$ cat config.mk
export PLATFORM = sky130hd
export DESIGN_NAME = lcdsc_core
export DESIGN_NICKNAME = d
export VERILOG_FILES = /design/src/design/lcdsc_core.v
export VERILOG_INCLUDE_DIRS = /design/src /design/src/design
export SDC_FILE = /design/constraint.sdc
export NUM_CORES = 1
export LEC_CHECK = 0
export BUFFER_PORTS_ARGS = -buffer_cell sky130_fd_sc_hd__buf_2
export CORE_MARGIN = 4
export CORE_UTILIZATION = 50
export CTS_BUF_LIST = sky130_fd_sc_hd__clkbuf_8
export DETAILED_ROUTE_END_ITERATION = 10
export PLACE_DENSITY = 0.71
export SLEW_MARGIN = 5
export SYNTH_ARGS = -nofsm -noshare
export SYNTH_HDL_FRONTEND = slang
export SYNTH_SLANG_ARGS = --single-unit
$ cat constraint.sdc
create_clock -name CLOCK -period 4 [get_ports CLOCK]
set_clock_uncertainty 0.15 [all_clocks]
set_input_delay 0.8 -clock CLOCK [delete_from_list [all_inputs] [get_ports CLOCK]]
set_output_delay 0.8 -clock CLOCK [all_outputs]
set_load 0.02 [all_outputs]
$ cat src/design/lcdsc_map.vh
// Constants for the segment/common LCD driver core: levels, counts and register map.
`ifndef LCDSC_MAP_VH
`define LCDSC_MAP_VH

// ----------------------------------------------------------------------------
// Geometry
// ----------------------------------------------------------------------------
`define LCDSC_OUTPUTS 160
`define LCDSC_HALF 80
`define LCDSC_WORDS_PER_LINE 5'h14

// ----------------------------------------------------------------------------
// Drive level codes, two bits per driver output
// ----------------------------------------------------------------------------
`define LCDSC_LVL_BOTTOM 2'h0
`define LCDSC_LVL_LOWER 2'h1
`define LCDSC_LVL_UPPER 2'h2
`define LCDSC_LVL_TOP 2'h3

// ----------------------------------------------------------------------------
// Register map (byte addresses) and fields
// ----------------------------------------------------------------------------
`define LCDSC_ADDR_CTRL 8'h00
`define LCDSC_ADDR_STATUS 8'h04
`define LCDSC_CTRL_RESET 32'h00000000
`define LCDSC_CTRL_SOFT_BLANK 0
`define LCDSC_ST_WORDS_LSB 0
`define LCDSC_ST_SELECTED 8
`define LCDSC_ST_ARMED 9
`define LCDSC_ST_DESELECT 10
`define LCDSC_ST_SEGMENT 11
`define LCDSC_ST_CASC_LOW 12

`endif

$ cat src/design/lcdsc_core.v
// Digital core of a 160-output segment/common LCD driver with an APB register slave.
//
// The implementer's own choices: the APB register port and the placing of the registers.
`timescale 1ns/1ps
`include "lcdsc_map.vh"

module lcdsc_core
(
    // Clock and reset.
    input wire CLOCK,
    input wire RST_N,
    // APB register slave.
    input wire PSEL,
    input wire PENABLE,
    input wire PWRITE,
    input wire [7:0] PADDR,
    input wire [31:0] PWDATA,
    output reg [31:0] PRDATA,
    output wire PREADY,
    output wire PSLVERR,
    // Controller pins, all asynchronous to CLOCK.
    input wire PIXEL_SHIFT_CLOCK,
    input wire LINE_LATCH_PULSE,
    input wire WIDTH_OR_DUAL_SELECT,
    input wire SHIFT_DIR_SELECT,
    input wire SEGMENT_MODE_SELECT,
    input wire OUTPUT_BLANK_N,
    input wire FRAME_POLARITY,
    input wire [7:0] DISPLAY_DATA_IN,
    // Cascade port A, two-way pin split in three.
    input wire CASCADE_PORT_A_IN,
    output reg CASCADE_PORT_A_OUT,
    output reg CASCADE_PORT_A_OE_N,
    // Cascade port B, two-way pin split in three.
    input wire CASCADE_PORT_B_IN,
    output reg CASCADE_PORT_B_OUT,
    output reg CASCADE_PORT_B_OE_N,
    // Internal pull-down enables for the pad ring.
    output reg CASCADE_PORT_A_PULLDOWN,
    output reg CASCADE_PORT_B_PULLDOWN,
    output reg DUAL_CHAIN_PULLDOWN,
    output reg PIXEL_CLOCK_PULLDOWN,
    // Level code per output: output k uses bits [2k+1:2k].
    output reg [319:0] DRIVER_OUTPUTS
);

    // ------------------------------------------------------------------------
    // Input synchronisers
    // ------------------------------------------------------------------------

    // Pin bundle: 0 pixel clk, 1 pulse, 2 width, 3 dir, 4 seg, 5 blank_n,
    // 6 polarity, 7 casc A, 8 casc B, 16:9 data.
    wire [16:0] pins_raw;
    reg [16:0] pins_meta_ff; // First stage, read only by the second stage.
    reg [16:0] pins_ff; // Second stage, safe to use.
    reg pix_prev_ff; // Pixel clock one cycle ago, for edge finding.
    reg lp_prev_ff; // Line pulse one cycle ago, for edge finding.

    assign pins_raw = {DISPLAY_DATA_IN, CASCADE_PORT_B_IN, CASCADE_PORT_A_IN,
                       FRAME_POLARITY, OUTPUT_BLANK_N, SEGMENT_MODE_SELECT,
                       SHIFT_DIR_SELECT, WIDTH_OR_DUAL_SELECT, LINE_LATCH_PULSE,
                       PIXEL_SHIFT_CLOCK};

    // Two flops on every pin; pin levels are meaningless until they settle.
    always @(posedge CLOCK)
    begin
        if (!RST_N)
        begin
            pins_meta_ff <= 17'h00000;
            pins_ff <= 17'h00000;
            pix_prev_ff <= 1'b0;
            lp_prev_ff <= 1'b0;
        end
        else
        begin
            pins_meta_ff <= pins_raw;
            pins_ff <= pins_meta_ff;
            pix_prev_ff <= pins_ff[0];
            lp_prev_ff <= pins_ff[1];
        end
    end

    wire pix_s = pins_ff[0]; // Pixel shift clock, synchronised.
    wire lp_s = pins_ff[1]; // Line latch pulse, synchronised.
    wire wide_s = pins_ff[2]; // Width select or dual select.
    wire dir_s = pins_ff[3]; // Shift direction select.
    wire seg_s = pins_ff[4]; // High selects segment mode.
    wire blank_pin_n = pins_ff[5]; // Blanking pin, active low.
    wire fr_s = pins_ff[6]; // Frame polarity.
    wire casc_a_s = pins_ff[7]; // Cascade port A as seen on the pin.
    wire casc_b_s = pins_ff[8]; // Cascade port B as seen on the pin.
    wire [7:0] data_s = pins_ff[16:9]; // Display data.

    // Falling edges; the link clock runs far below CLOCK, so none are missed.
    wire pix_fall = pix_prev_ff & ~pix_s;
    wire lp_fall = lp_prev_ff & ~lp_s;

    // ------------------------------------------------------------------------
    // Register slave
    // ------------------------------------------------------------------------

    reg [31:0] ctrl_ff; // Control register; bit 0 adds a software blank.
    wire addr_ok = (PADDR == `LCDSC_ADDR_CTRL) || (PADDR == `LCDSC_ADDR_STATUS);
    wire [31:0] status_word;

    // Zero wait states: every access completes in its first access cycle.
    assign PREADY = 1'b1;
    assign PSLVERR = PSEL & PENABLE & ~addr_ok;

    // Writes land at the access edge; read data is loaded in the setup cycle.
    always @(posedge CLOCK)
    begin
        if (!RST_N)
        begin
            ctrl_ff <= `LCDSC_CTRL_RESET;
            PRDATA <= 32'h00000000;
        end
        else
        begin
            if (PSEL && PENABLE && PWRITE && (PADDR == `LCDSC_ADDR_CTRL))
            begin
                // Only bit 0 is implemented; the rest read as zero.
                ctrl_ff <= {31'h00000000, PWDATA[0]};
            end
            if (PSEL && !PENABLE && !PWRITE)
            begin
                // Unmapped addresses read as zero.
                if (PADDR == `LCDSC_ADDR_CTRL)
                    PRDATA <= ctrl_ff;
                else if (PADDR == `LCDSC_ADDR_STATUS)
                    PRDATA <= status_word;
                else
                    PRDATA <= 32'h00000000;
            end
        end
    end

    // Effective blank: pin low or the software override set.
    wire blank_n = blank_pin_n & ~ctrl_ff[`LCDSC_CTRL_SOFT_BLANK];

    // ------------------------------------------------------------------------
    // Segment capture control
    // ------------------------------------------------------------------------

    reg armed_ff; // Waiting for the upstream cascade select.
    reg selected_ff; // Capturing data.
    reg [4:0] word_cnt_ff; // Whole 8-bit words taken this line.
    reg half_ff; // First nibble held, second still due.
    reg [3:0] nib_ff; // First nibble of a 4-bit word pair.
    reg casc_low_ff; // Cascade output held low.
    reg [159:0] data_latch_ff; // Captured line, not yet shown.
    reg [159:0] line_ff; // Line latch in segment mode, shift chain in common.
    reg deselect_ff; // Blanking released, no pulse seen yet.

    // Upstream select arrives on B when direction is low, on A when high.
    wire casc_in = dir_s ? casc_a_s : casc_b_s;
    wire take = seg_s & selected_ff & pix_fall;
    wire [7:0] word = wide_s ? data_s : {nib_ff, data_s[3:0]};
    wire word_done = take & (wide_s | half_ff);
    wire [7:0] bit_base = {word_cnt_ff, 3'h0};

    // Select, count and cascade handshake.
    always @(posedge CLOCK)
    begin
        if (!RST_N)
        begin
            armed_ff <= 1'b0;
            selected_ff <= 1'b0;
            word_cnt_ff <= 5'h00;
            half_ff <= 1'b0;
            nib_ff <= 4'h0;
            casc_low_ff <= 1'b0;
        end
        else if (!seg_s)
        begin
            // Common mode leaves the segment capture idle.
            armed_ff <= 1'b0;
            selected_ff <= 1'b0;
            word_cnt_ff <= 5'h00;
            half_ff <= 1'b0;
            casc_low_ff <= 1'b0;
        end
        else if (lp_fall)
        begin
            // A line pulse restarts capture and waits for a select.
            armed_ff <= 1'b1;
            selected_ff <= 1'b0;
            word_cnt_ff <= 5'h00;
            half_ff <= 1'b0;
            casc_low_ff <= 1'b0;
        end
        else
        begin
            if (armed_ff && !casc_in)
            begin
                // Upstream hands over: start taking data.
                armed_ff <= 1'b0;
                selected_ff <= 1'b1;
            end
            if (take && !wide_s && !half_ff)
            begin
                // First of two clocks in 4-bit mode.
                nib_ff <= data_s[3:0];
                half_ff <= 1'b1;
            end
            if (word_done)
            begin
                half_ff <= 1'b0;
                word_cnt_ff <= word_cnt_ff + 5'h01;
                if (word_cnt_ff == `LCDSC_WORDS_PER_LINE - 5'h01)
                begin
                    // 160 bits in: deselect, pass the select on.
                    selected_ff <= 1'b0;
                    casc_low_ff <= 1'b1;
                end
            end
            if (casc_low_ff && pix_fall)
            begin
                // Low from one pixel-clock fall to the next.
                casc_low_ff <= 1'b0;
            end
        end
    end

    // Words go into the data latch; blanking does not stop this.
    integer i;
    always @(posedge CLOCK)
    begin
        if (!RST_N)
        begin
            data_latch_ff <= 160'h0;
        end
        else if (word_done)
        begin
            for (i = 0; i < 8; i = i + 1)
            begin
                // Low fills from the top end, high from output 1.
                if (dir_s)
                    data_latch_ff[bit_base + 8'h07 - i[7:0]] <= word[i];
                else
                    data_latch_ff[8'h98 - bit_base + i[7:0]] <= word[i];
            end
        end
    end

    // ------------------------------------------------------------------------
    // Line latch and common shift chain
    // ------------------------------------------------------------------------

    wire dual = ~seg_s & wide_s;
    wire d7_in = data_s[7]; // Second chain feed in dual mode.
    wire chain_in = dir_s ? casc_a_s : casc_b_s;

    // One register serves as line latch or as shift chain.
    always @(posedge CLOCK)
    begin
        if (!RST_N)
        begin
            line_ff <= 160'h0;
            deselect_ff <= 1'b0;
        end
        else if (!blank_n)
        begin
            // Blanking clears the latch and arms the deselect phase.
            line_ff <= 160'h0;
            deselect_ff <= 1'b1;
        end
        else if (lp_fall)
        begin
            deselect_ff <= 1'b0;
            if (seg_s)
                line_ff <= data_latch_ff;
            else if (!dir_s)
            begin
                // Toward output 1; dual splits at 80/81.
                line_ff <= {chain_in, line_ff[159:1]};
                if (dual)
                    line_ff[79] <= d7_in;
            end
            else
            begin
                // Toward output 160.
                line_ff <= {line_ff[158:0], chain_in};
                if (dual)
                    line_ff[80] <= d7_in;
            end
        end
    end

    // ------------------------------------------------------------------------
    // Pins: cascade ports and pull-downs
    // ------------------------------------------------------------------------

    // Segment: idle high, low pulse at end. Common: chain end bit.
    wire casc_drive = seg_s ? ~casc_low_ff : (dir_s ? line_ff[159] : line_ff[0]);

    // Registered so that pin levels never glitch on mode changes.
    always @(posedge CLOCK)
    begin
        if (!RST_N)
        begin
            CASCADE_PORT_A_OUT <= 1'b1;
            CASCADE_PORT_A_OE_N <= 1'b1;
            CASCADE_PORT_B_OUT <= 1'b1;
            CASCADE_PORT_B_OE_N <= 1'b1;
            CASCADE_PORT_A_PULLDOWN <= 1'b0;
            CASCADE_PORT_B_PULLDOWN <= 1'b0;
            DUAL_CHAIN_PULLDOWN <= 1'b0;
            PIXEL_CLOCK_PULLDOWN <= 1'b0;
        end
        else
        begin
            // Direction low: A drives, B listens; high swaps.
            CASCADE_PORT_A_OUT <= casc_drive;
            CASCADE_PORT_A_OE_N <= dir_s;
            CASCADE_PORT_B_OUT <= casc_drive;
            CASCADE_PORT_B_OE_N <= ~dir_s;
            // Pull-downs only on common-mode inputs.
            CASCADE_PORT_A_PULLDOWN <= ~seg_s & dir_s;
            CASCADE_PORT_B_PULLDOWN <= ~seg_s & ~dir_s;
            DUAL_CHAIN_PULLDOWN <= dual;
            PIXEL_CLOCK_PULLDOWN <= ~seg_s;
        end
    end

    // ------------------------------------------------------------------------
    // Four-level output selection
    // ------------------------------------------------------------------------

    // Level when neither blanked nor in the deselect phase.
    function [1:0] pick_level;
        input seg;
        input fr;
        input b;
        begin
            if (seg)
                pick_level = fr ? (b ? `LCDSC_LVL_TOP : `LCDSC_LVL_UPPER)
                                : (b ? `LCDSC_LVL_BOTTOM : `LCDSC_LVL_LOWER);
            else
                pick_level = fr ? (b ? `LCDSC_LVL_BOTTOM : `LCDSC_LVL_LOWER)
                                : (b ? `LCDSC_LVL_TOP : `LCDSC_LVL_UPPER);
        end
    endfunction

    // Deselect level follows frame polarity like an unlit pixel.
    wire [1:0] desel_lvl = seg_s ? (fr_s ? `LCDSC_LVL_UPPER : `LCDSC_LVL_LOWER)
                                 : (fr_s ? `LCDSC_LVL_LOWER : `LCDSC_LVL_UPPER);

    // One level per output, each tied to its own latch bit.
    genvar g;
    generate
        for (g = 0; g < `LCDSC_OUTPUTS; g = g + 1)
        begin : g_out
            always @(posedge CLOCK)
            begin
                if (!RST_N)
                    DRIVER_OUTPUTS[2*g+1:2*g] <= `LCDSC_LVL_BOTTOM;
                else if (!blank_n)
                    DRIVER_OUTPUTS[2*g+1:2*g] <= `LCDSC_LVL_BOTTOM;
                else if (deselect_ff)
                    DRIVER_OUTPUTS[2*g+1:2*g] <= desel_lvl;
                else
                    DRIVER_OUTPUTS[2*g+1:2*g] <= pick_level(seg_s, fr_s, line_ff[g]);
            end
        end
    endgenerate

    // Status shows the capture engine's state, the deselect phase and the segment mode pin.
    assign status_word = {19'h00000, casc_low_ff, seg_s, deselect_ff, armed_ff,
                          selected_ff, 3'h0, word_cnt_ff};

endmodule

==> results.tsv, run 1 <==
stage	metric	value	unit
run_status	status	finished, final reports clean	
synth	synthesized cell area	0.02748	sq mm
clock_tree	post-CTS setup buffer count	0	
routing	post-route ant nets	0	
flow_run	max_cap viols	0	
timing	actual slew at the worst max-slew pin	1.225	ns
layout	Layout area overhead	9.898	%
floorplanning	die width	242.4	um
placement	# placed instances	3970	
critical_path	FF-to-FF Start	word_cnt_ff[3]	
routing	routed wire length per instance	17.49	um
routing	via count	22772	
timing	fin crit period	3.401	ns
synth	average size of a mapped cell	8.325	sq um
clock_tree	clock root buffer	clkbuf_8	
global_route	largest net degree at the start of global routing	244	
synth	Post-synth EDFFs	0	
floorplanning	IO Count	424	
global_route	grt total ovfl	0	
layout	antenna cells	0	
timing	Slew headroom	0.1830	
clock_tree	H-tree depth	3	
timing	Setup Viol. Count Final	0	
synth	Synth Register Bits	549	
timing	WHS	0.1732	ns
clock_tree	CTS tree	built	
timing	setup_tns	0	ns
layout	most frequent cells in the layout	608 x nand2_1, 542 x dfxtp_1, 368 x buf_2	
power	Switch Pwr	2.836	mW
clock_tree	CTS Buf Count	94	
placement	Final GP Congestion	0.8407	
layout	most common cell after layout, fill and taps aside	nand2_1	
clock_tree	Skew-Pair Late Insertion Delay	0.70	ns
floorplanning	total core area	0.05413	sq mm
synth	Synth cell types	63	
critical_path	critical-path maximum fanout	20	
synth	synth warn	0	
routing	First DRT Iteration DRCs	1897	
timing	final hold violation count	0	
critical_path	critical path required time	4.44	ns
floorplanning	Initial Util	0.5077	
worst_hold_path	Hold Path Class	input pin to flop	
routing	# DRC	0	
synth	cell count after synthesis	3301	
critical_path	type of destination of the critical path	flop	
critical_path	Critical-path top delay cell	ha_1	
synth	top_reg_cell synth	dfxtp_1	
power	Comb pwr share	0.059	
routing	Total Routed Length	72.38	mm
timing	Final Cycle Share	0.8502	
clock_tree	clk sink count	549	
layout	NumNets Final	3438	
clock_tree	Clock Path Buffers	3	
synth	Async SR Flop Fraction	0	
placement	HPWL Detailed	44.67	mm
power	Clock Power Share	0.461	
clock_tree	Hold-fix buffers, CTS	0	
routing	Vias/cell	5.503	
power	leakage	10.86	nW
floorplanning	num rows	85	
critical_path	CP Class	flop to flop	
global_route	number of global-route vias before repair	21191	
routing	Pre-antenna DRT Iters	6	
global_route	first-pass GRT wire length	115.5	mm
critical_path	Critical Path Source	word_cnt_ff[3]	
global_route	Global Route Usage Sum	0.2349	
clock_tree	post-CTS sizing	0	
timing	Slew Viols, Final	0	
critical_path	Worst Path Arrival	3.84	ns
critical_path	CP startpoint kind	flop	
timing	RSZ-0062 raised after global routing	no	
power	total power	11.58	mW
layout	final std cells w/o fill	4138	
layout	share of layout cells above drive strength 1	0.1819	
critical_path	worst path cell trace	inv_1 > ha_1 > nand2_1 > nor4_4 > o21ai_1 > o221ai_1	
power	Net Sw Frac	0.2448	
critical_path	Crit path largest cell delay	0.93	ns
critical_path	cell family with most CP delay	adder cells	
clock_tree	clk slew on worst S/H paths	0.07	ns
power	Pwr Density	383.5	mW/mm^2
floorplanning	die height	242.4	um
power	Pint	8.747	mW
power	register share of total power	0.481	
placement	IO Port Bufs	369	
floorplanning	die area	0.05878	sq mm
timing	fmax	0.2941	GHz
worst_hold_path	Hold Startpoint	LINE_LATCH_PULSE	
global_route	initial antenna violation count	0	
critical_path	Buf/Inv on CP	1	
power	Worst VDD drop	0.0003216	V
synth	sequential area share after synthesis	0.3999	
==> cell type report <==
cell class / instances / area, sq um
Clock buffer: 117 / 1610
Clock inverter: 51 / 381.6
Fill cell: 4945 / 23930
Inverter: 27 / 101.3
Multi-Input combinational cell: 2292 / 13970
Sequential cell: 549 / 11010
Tap cell: 696 / 870.8
Timing Repair Buffer: 406 / 2258
==> final timing paths <==
kind | endpoint | slack, ns | cells past startpoint
worst max-delay path | data_latch_ff[90] | 0.60 | 6
worst max register to register | data_latch_ff[90] | 0.60 | 6
worst min register to register | pins_ff[8] | 0.28 | 1
worst min-delay path | pins_meta_ff[1] | 0.17 | 2
==> per-stage QoR <==
stage          area [sq um]  setup slack, ns    util
6_report              30200           0.5992  0.5579
5_1_grt               30200           0.4185  0.5579
4_1_cts               30200           0.7156  0.5579
3_5_place_dp          28210           0.7431  0.5211
3_3_place_gp          28210           0.8405  0.5211
2_1_floorplan         27560           0.9751       -
==> Yosys cell counts, types with 12 or more instances <==
cell,number,share of area
nand2_1,608,0.083
dfxtp_1,549,0.40
mux2i_1,307,0.11
o21ai_0,212,0.039
buf_4,207,0.057
nor2_1,194,0.026
clkbuf_1,177,0.024
a21oi_1,166,0.030
xnor2_1,163,0.052
nor2b_1,162,0.037
nand3_1,91,0.017
o221ai_1,88,0.028
and2_1,39,0.0089
buf_2,36,0.0066
buf_1,30,0.0041
o211ai_1,28,0.0076
o22ai_1,28,0.0064
inv_1,26,0.0036
o21ai_1,21,0.0038
nand2b_1,14,0.0032
nor2_2,13,0.0030
a221oi_1,12,0.0038
==> cells by family after synthesis <==
logic type / share of synthesized area
other cells: 0.0002733
compound gates: 0.1309
mux: 0.1143
buf+inv: 0.09648
flops: 0.3999
fa+ha+maj: 0.002732
xor+xnor: 0.05377
simple gates: 0.2016
==> flip-flops by register name, indices dropped and copies added (netlist names), 4 cells and up <==
| register | flops |
|---|---|
| PRDATA | 10 |
| nib_ff | 4 |
| pins_ff | 17 |
| data_latch_ff | 160 |
| line_ff | 160 |
| DRIVER_OUTPUTS | 161 |
| pins_meta_ff | 17 |
| word_cnt_ff | 5 |
==> per-layer routing <==
metal / part of all wire / GRT usage / up-vias
met5: 0 / 0 / -
met4: 0.033 / 0.09151 / 0
met3: 0.080 / 0.04626 / 154
met2: 0.44 / 0.3649 / 899
met1: 0.45 / 0.3230 / 10648
li1: - / - / 11071
==> power groups by stage <==
stage	Clock [mW]	Combinational, mW	Sequential, mW
floorplan	0	0.596	5.67
global placement	0	0.672	5.68
detailed placement	0	0.676	5.69
CTS	5.45	0.678	5.57
global route	5.70	0.733	5.57
finish	5.34	0.678	5.57
Note: power is estimated with default switching activity, not from simulation.
==> run 2, diff against run 1 <==
--- a/config.mk
+++ b/config.mk
@@ -7,11 +7,13 @@
 export NUM_CORES = 1
 export LEC_CHECK = 0
 export BUFFER_PORTS_ARGS = -buffer_cell sky130_fd_sc_hd__buf_2
+export CELL_PAD_IN_SITES_DETAIL_PLACEMENT = 0
+export CELL_PAD_IN_SITES_GLOBAL_PLACEMENT = 1
 export CORE_MARGIN = 4
-export CORE_UTILIZATION = 50
+export CORE_UTILIZATION = 40
 export CTS_BUF_LIST = sky130_fd_sc_hd__clkbuf_8
 export DETAILED_ROUTE_END_ITERATION = 10
-export PLACE_DENSITY = 0.71
+export PLACE_DENSITY = 0.76
 export SLEW_MARGIN = 5
 export SYNTH_ARGS = -nofsm -noshare
 export SYNTH_HDL_FRONTEND = slang
==> run 2 against run 1 <==
  * Sequential power is essentially flat
  * Maximum frequency grew 12%
  * Die area grew 24%
  * Worst hold slack lost 0.040 ns
  * Via count shrank 2.0%
  * Largest power group is now clock
  * Cell count grew 4.5%
  * Utilization shrank 11 points
  * First-iteration DRC count shrank 11%
  * Global-route usage shrank 3.1 points
  * Flip-flop and latch count is the same
  * Largest cell class unchanged
  * Routed wire length grew 7.3%
  * Total power grew 2.6%
==> results.tsv, run 2 (same netlist as run 1, synthesis figures left out) <==
stage	metric	value	unit	change
routing	Pre-antenna DRT Iters	5		-1
routing	via count	22312		-2.0%
layout	register cell area after layout	0.01101	sq mm	unchanged
clock_tree	clock root buffer	clkbuf_8		
global_route	initial antenna violation count	3		+3
layout	Layout area overhead	11.06	%	
clock_tree	CTS Buf Count	98		+4.3%
critical_path	Worst Path Arrival	3.48	ns	-0.36 ns
clock_tree	Skew-Pair Late Insertion Delay	0.72	ns	+0.02 ns
layout	Largest Register	DRIVER_OUTPUTS		
floorplanning	die width	270.1	um	+11%
floorplanning	num rows	95		+12%
routing	post-route ant nets	0		unchanged
clock_tree	clk slew on worst S/H paths	0.07	ns	about the same
routing	Total Routed Length	77.70	mm	+7.3%
timing	fmax	0.3297	GHz	+12%
power	leakage	10.93	nW	+0.62%
timing	setup_tns	0	ns	unchanged
floorplanning	IO Count	424		unchanged
layout	area occupied by multi-input gates	0.01397	sq mm	unchanged
flow_run	max_cap viols	0		unchanged
global_route	grt total ovfl	0		unchanged
layout	NumNets Final	3444		+0.17%
global_route	first-pass GRT wire length	123.0	mm	+6.5%
global_route	grt met3 use	0.03846		-0.007800
global_route	GRT met1 Usage	0.2861		-0.03689
layout	most common cell after layout, fill and taps aside	nand2_1		
timing	RSZ-0062 raised after global routing	no		
clock_tree	Hold-fix buffers, CTS	0		unchanged
critical_path	critical-path maximum fanout	56		+180%
layout	Finished Core Util	0.4513		-0.1066
run_status	status	finished, final reports clean		
power	Worst VDD drop	0.0002457	V	-24%
clock_tree	post-CTS sizing	0		unchanged
floorplanning	total core area	0.06763	sq mm	+25%
global_route	Global Route Usage Sum	0.2042		-0.03068
timing	Final Cycle Share	0.7583		-0.09189
clock_tree	CTS tree	built		
global_route	largest net degree at the start of global routing	197		-19%
placement	HPWL Detailed	47.58	mm	+6.5%
floorplanning	Initial Util	0.4063		-0.1013
clock_tree	Clock Path Buffers	3		unchanged
critical_path	type of destination of the critical path	flop		
timing	fin crit period	3.033	ns	-0.3676 ns
timing	WHS	0.1332	ns	-0.03999 ns
layout	FILL cells	6778		+37%
timing	Setup Viol. Count Final	0		unchanged
worst_hold_path	Hold Path Class	input pin to flop		
global_route	number of global-route vias before repair	21285		+0.44%
placement	IO Port Bufs	369		unchanged
critical_path	critical path required time	4.45	ns	about the same
timing	Slew Viols, Final	0		unchanged
power	Pwr Density	389.3	mW/mm^2	+1.5%
routing	routed wire length per instance	17.96	um	+2.7%
placement	Final GP Congestion	0.8525		+1.4%
timing	final hold violation count	0		unchanged
routing	First DRT Iteration DRCs	1693		-11%
floorplanning	die area	0.07296	sq mm	+24%
layout	Regs by FF count	DRIVER_OUTPUTS (161), data_latch_ff (160), line_ff (160)		
routing	# DRC	0		unchanged
critical_path	CP startpoint kind	flop		
global_route	GR Layer Usage met2	0.3188		-0.04613
timing	Slew headroom	0.1854		+0.002407
floorplanning	die height	270.1	um	+11%
critical_path	CP Class	flop to flop		
global_route	busiest layer in global routing	met2		
timing	actual slew at the worst max-slew pin	1.222	ns	-0.003610 ns
layout	max reg flops	161		unchanged
routing	Vias/cell	5.158		-6.3%
clock_tree	H-tree depth	3		unchanged
layout	most frequent cells in the layout	608 x nand2_1, 542 x dfxtp_1, 368 x buf_2		
clock_tree	post-CTS setup buffer count	0		unchanged
layout	share of layout cells above drive strength 1	0.1843		+0.002423
clock_tree	clk sink count	549		unchanged
[run 2: worst max-delay path: stages (launching register included)]
cell and delay [ns]:
dfxtp_4 0.95, nand3b_1 0.72, nor2_2 0.53, o21ai_1 0.27, o221ai_1 0.26
[run 2: cell type report]
type / count / area share
antenna: 2 / 0.0001640
clock inverter: 58 / 0.01558
sequential: 549 / 0.3607
timing repair buffer: 408 / 0.07399
multi-input combinational: 2292 / 0.4577
tap: 873 / 0.03579
inverter: 27 / 0.003320
clock buffer: 117 / 0.05276
[run 2: final timing paths]
check,start,to,slack (ns),depth (start not counted)
worst max register to register,pins_ff[3],data_latch_ff[41],0.97,4
worst min-delay path,SEGMENT_MODE_SELECT,pins_meta_ff[4],0.13,2
worst min register to register,pins_meta_ff[6],pins_ff[6],0.28,1
worst max-delay path,pins_ff[3],data_latch_ff[41],0.97,4
[run 2: metrics by stage]
stage | cells | cell area (sq um) | power [mW] | setup WS, ns
floorplan | 3322 | 27560 | 6.267 | 0.9751
finish | 4326 | 30520 | 11.88 | 0.9668
detailed placement | 4149 | 28430 | 6.376 | 0.9934
global route | 4326 | 30520 | 12.33 | 0.7246
CTS | 4324 | 30520 | 12.04 | 0.9223
global placement | 4149 | 28430 | 6.376 | 1.042
[run 2: where the power goes]
group,switching (mW),internal (mW)
Combinational,0.453,0.222
Clock,2.45,3.17
Sequential,0.0746,5.51
Total,2.98,8.90
[run 2: routing by layer]
metal / part of all wire / up-vias
met3: 0.067 / 125
met2: 0.44 / 675
li1: - / 11077
met4: 0.025 / 0
met1: 0.47 / 10435
met5: 0 / -
==> run 3, diff against run 2 <==
--- a/config.mk
+++ b/config.mk
@@ -6,14 +6,15 @@
 export SDC_FILE = /design/constraint.sdc
 export NUM_CORES = 1
 export LEC_CHECK = 0
+export ABC_AREA = 1
 export BUFFER_PORTS_ARGS = -buffer_cell sky130_fd_sc_hd__buf_2
 export CELL_PAD_IN_SITES_DETAIL_PLACEMENT = 0
 export CELL_PAD_IN_SITES_GLOBAL_PLACEMENT = 1
 export CORE_MARGIN = 4
-export CORE_UTILIZATION = 40
+export CORE_UTILIZATION = 42
 export CTS_BUF_LIST = sky130_fd_sc_hd__clkbuf_8
 export DETAILED_ROUTE_END_ITERATION = 10
-export PLACE_DENSITY = 0.76
+export PLACE_DENSITY = 0.8
 export SLEW_MARGIN = 5
 export SYNTH_ARGS = -nofsm -noshare
 export SYNTH_HDL_FRONTEND = slang
==> constraint.sdc (replaced) <==
create_clock -name CLOCK -period 3.1 [get_ports CLOCK]
set_clock_uncertainty 0.15 [all_clocks]
set_input_delay 0.62 -clock CLOCK [delete_from_list [all_inputs] [get_ports CLOCK]]
set_output_delay 0.62 -clock CLOCK [all_outputs]
set_load 0.02 [all_outputs]
==> run 3 against run 2 <==
  * Worst hold slack got worse by 0.066 ns
  * Sequential power increased by 28%
  * Combinational power increased by 37%
  * Global-route usage increased by 1.9 points
==> results.tsv, run 3 <==
stage	metric	value	unit	change
synth	sequential area share after synthesis	0.4367		+0.03681
critical_path	critical-path maximum fanout	160		+190%
global_route	number of global-route vias before repair	21546		+1.2%
synth	top cell type by total area after synthesis	dfxtp_1		
synth	Post-synth EDFFs	0		unchanged
timing	final hold violation count	0		unchanged
timing	Final Cycle Share	0.9237		
routing	routed wire length per instance	16.55	um	-7.9%
routing	post-route ant nets	0		unchanged
timing	Setup WS post-layout	0.2364	ns	-0.7304 ns
floorplanning	num rows	89		-6.3%
power	Worst VDD drop	0.0003340	V	+36%
timing	fmax	0.3492	GHz	
global_route	first-pass GRT wire length	117.2	mm	-4.7%
layout	Largest Register	DRIVER_OUTPUTS		
critical_path	Crit path largest cell delay	0.95	ns	about the same
critical_path	Worst R2R End	data_latch_ff[5]		
critical_path	worst path cell trace	buf_2		
synth	cell count after synthesis	3550		+7.5%
power	Pwr Density	529.3	mW/mm^2	+36%
synth	average size of a mapped cell	7.089	sq um	-15%
timing	Slew headroom	0.3033		+0.1179
critical_path	FF-to-FF Start	word_cnt_ff[4]		
critical_path	cell family with most CP delay	flip-flops		
timing	RSZ-0062 raised after global routing	no		
critical_path	Critical-path top delay cell	dfxtp_4		
layout	Layout area overhead	13.09	%	
critical_path	CP Class	flop to output port		
flow_run	max_cap viols	0		unchanged
critical_path	Critical Path Source	DRIVER_OUTPUTS[1]		
routing	via count	23553		+5.6%
global_route	largest net degree at the start of global routing	168		-15%
placement	Final GP Congestion	0.8310		-2.5%
critical_path	FF-to-FF setup slack	0.50	ns	-0.47 ns
layout	share of layout cells above drive strength 1	0.1737		-0.01061
timing	Setup Viol. Count Final	0		unchanged
clock_tree	CTS Buf Count	95		-3.1%
routing	Pre-antenna DRT Iters	5		unchanged
floorplanning	die height	252.8	um	-6.4%
synth	count leader, synth	nand2_1		
placement	cell area after placement	0.02625	sq mm	-7.7%
synth	Async SR Flop Fraction	0		unchanged
synth	top_reg_cell synth	dfxtp_1		
synth	largest cells by area after synthesis	dfxtp_1 44%, nand2_1 12%, o21ai_0 11%		
critical_path	CP Depth	1		-3
critical_path	critical path required time	2.33	ns	-2.12 ns
placement	IO Port Bufs	369		unchanged
routing	Total Routed Length	74.54	mm	-4.1%
critical_path	Buf/Inv on CP	1		+1
timing	WHS	0.06683	ns	-0.06636 ns
worst_hold_path	WHS Path Cells	3		+1
clock_tree	clock root buffer	clkbuf_8		
synth	most instantiated cells after synthesis	773 x nand2_1, 550 x o21ai_0, 549 x dfxtp_1		
worst_hold_path	Hold Path Class	input pin to flop		
timing	setup_tns	0	ns	unchanged
placement	Place WS	0.5813	ns	-0.4121 ns
synth	Synth Register Bits	549		unchanged
worst_hold_path	Hold EP	ctrl_ff[0]		
floorplanning	Initial Util	0.4256		+0.01926
critical_path	Worst Path Arrival	2.09	ns	-1.39 ns
layout	Regs by FF count	DRIVER_OUTPUTS (161), data_latch_ff (160), line_ff (160)		
global_route	grt total ovfl	0		unchanged
critical_path	CP startpoint kind	flop		
synth	top-area cell type share of the netlist area	0.4367		+0.03681
synth	synth warn	0		unchanged
global_route	initial antenna violation count	1		-2
layout	final instance area	0.02846	sq mm	-6.8%
layout	NumNets Final	3722		+8.1%
global_route	Global Route Usage Sum	0.2229		+0.01870
layout	most common cell after layout, fill and taps aside	nand2_1		
critical_path	FF-to-FF path depth	10		+6
floorplanning	die width	252.8	um	-6.4%
floorplanning	total core area	0.05913	sq mm	-13%
run_status	status	finished, final reports clean		
clock_tree	Skew-Pair Late Insertion Delay	0.71	ns	about the same
clock_tree	clk sink count	549		unchanged
timing	fin crit period	2.864	ns	
clock_tree	Clock Path Buffers	3		unchanged
placement	# placed instances	4313		+4.0%
floorplanning	die area	0.06390	sq mm	-12%
clock_tree	clk slew on worst S/H paths	0.06	ns	about the same
placement	HPWL Detailed	46.47	mm	-2.3%
clock_tree	H-tree depth	3		unchanged
routing	First DRT Iteration DRCs	1770		+4.5%
routing	Vias/cell	5.228		+1.4%
timing	actual slew at the worst max-slew pin	1.045	ns	-0.1769 ns
clock_tree	post-CTS setup buffer count	0		unchanged
floorplanning	IO Count	424		unchanged
layout	final std cells w/o fill	4505		+4.1%
layout	most frequent cells in the layout	773 x nand2_1, 549 x o21ai_0, 543 x dfxtp_1		
layout	max reg flops	161		unchanged
layout	Finished Core Util	0.4813		+0.03002
clock_tree	CTS tree	built		
timing	Slew Viols, Final	0		unchanged
synth	synthesized cell area	0.02517	sq mm	-8.4%
synth	Synth cell types	36		-43%
critical_path	type of destination of the critical path	output port		
routing	# DRC	0		unchanged
worst_hold_path	Hold Startpoint	PWDATA[0]		
power	leakage	11.45	nW	+4.8%
power	total power	15.06	mW	+27%
[run 3: cell types whose count changed after synthesis, sizes merged, moves of 157 or more]
cell,before,now
nor2b,162,0
mux2i,307,0
a21oi,170,386
nand2,618,790
o21ai,237,582
xnor2,164,0
a31oi,3,160
[run 3: worst max path at each step]
stage	to	slack, ns
after global placement	data_latch_ff[114]	0.62
final	DRIVER_OUTPUTS[233]	0.24
after CTS	DRIVER_OUTPUTS[163]	0.16
after global routing	DRIVER_OUTPUTS[65]	0.001
after floorplan	DRIVER_OUTPUTS[101]	0.26
after detailed placement	data_latch_ff[60]	0.58
[run 3: cell type report]
cell class / count / area, sq um
fill: 6100 / 30670
multi-input combinational: 2434 / 11310
sequential: 549 / 11000
timing repair buffer: 445 / 2638
clock buffer: 124 / 1707
tap: 773 / 967.2
inverter: 129 / 496.7
clock inverter: 50 / 334.1
antenna: 1 / 2.502
[run 3: repair_timing]
item,in CTS,in global routing
hold endpoints to repair,17,0
gates resized for setup,0,0
hold buffers,17,0
[run 3: cell families (layout without fill, tap and decap cells)]
logic type                 Yosys count  in the layout  synth area share
other                                2             24         0.0002984
DFF                                549            549            0.4367
AOI/OAI and AO/OA                 1133           1133            0.2339
adders and majority gates            6              6          0.002983
buffers and inverters              588            748            0.1199
and+or+nand+nor                   1272           1272            0.2062
[run 3: routing by layer]
layer,vias to the layer above,part of all wire,GRT usage
li1,11955,-,-
met1,10719,0.46,0.3069
met2,749,0.45,0.3572
met3,130,0.064,0.03780
met4,0,0.027,0.07565
met5,-,0,0
[run 3: report_power, final]
part / leakage (nW) / internal, mW / switching [mW]
Sequential: 4.44 / 7.12 / 0.0560
Combinational: 5.87 / 0.237 / 0.686
Clock: 1.14 / 3.92 / 3.05
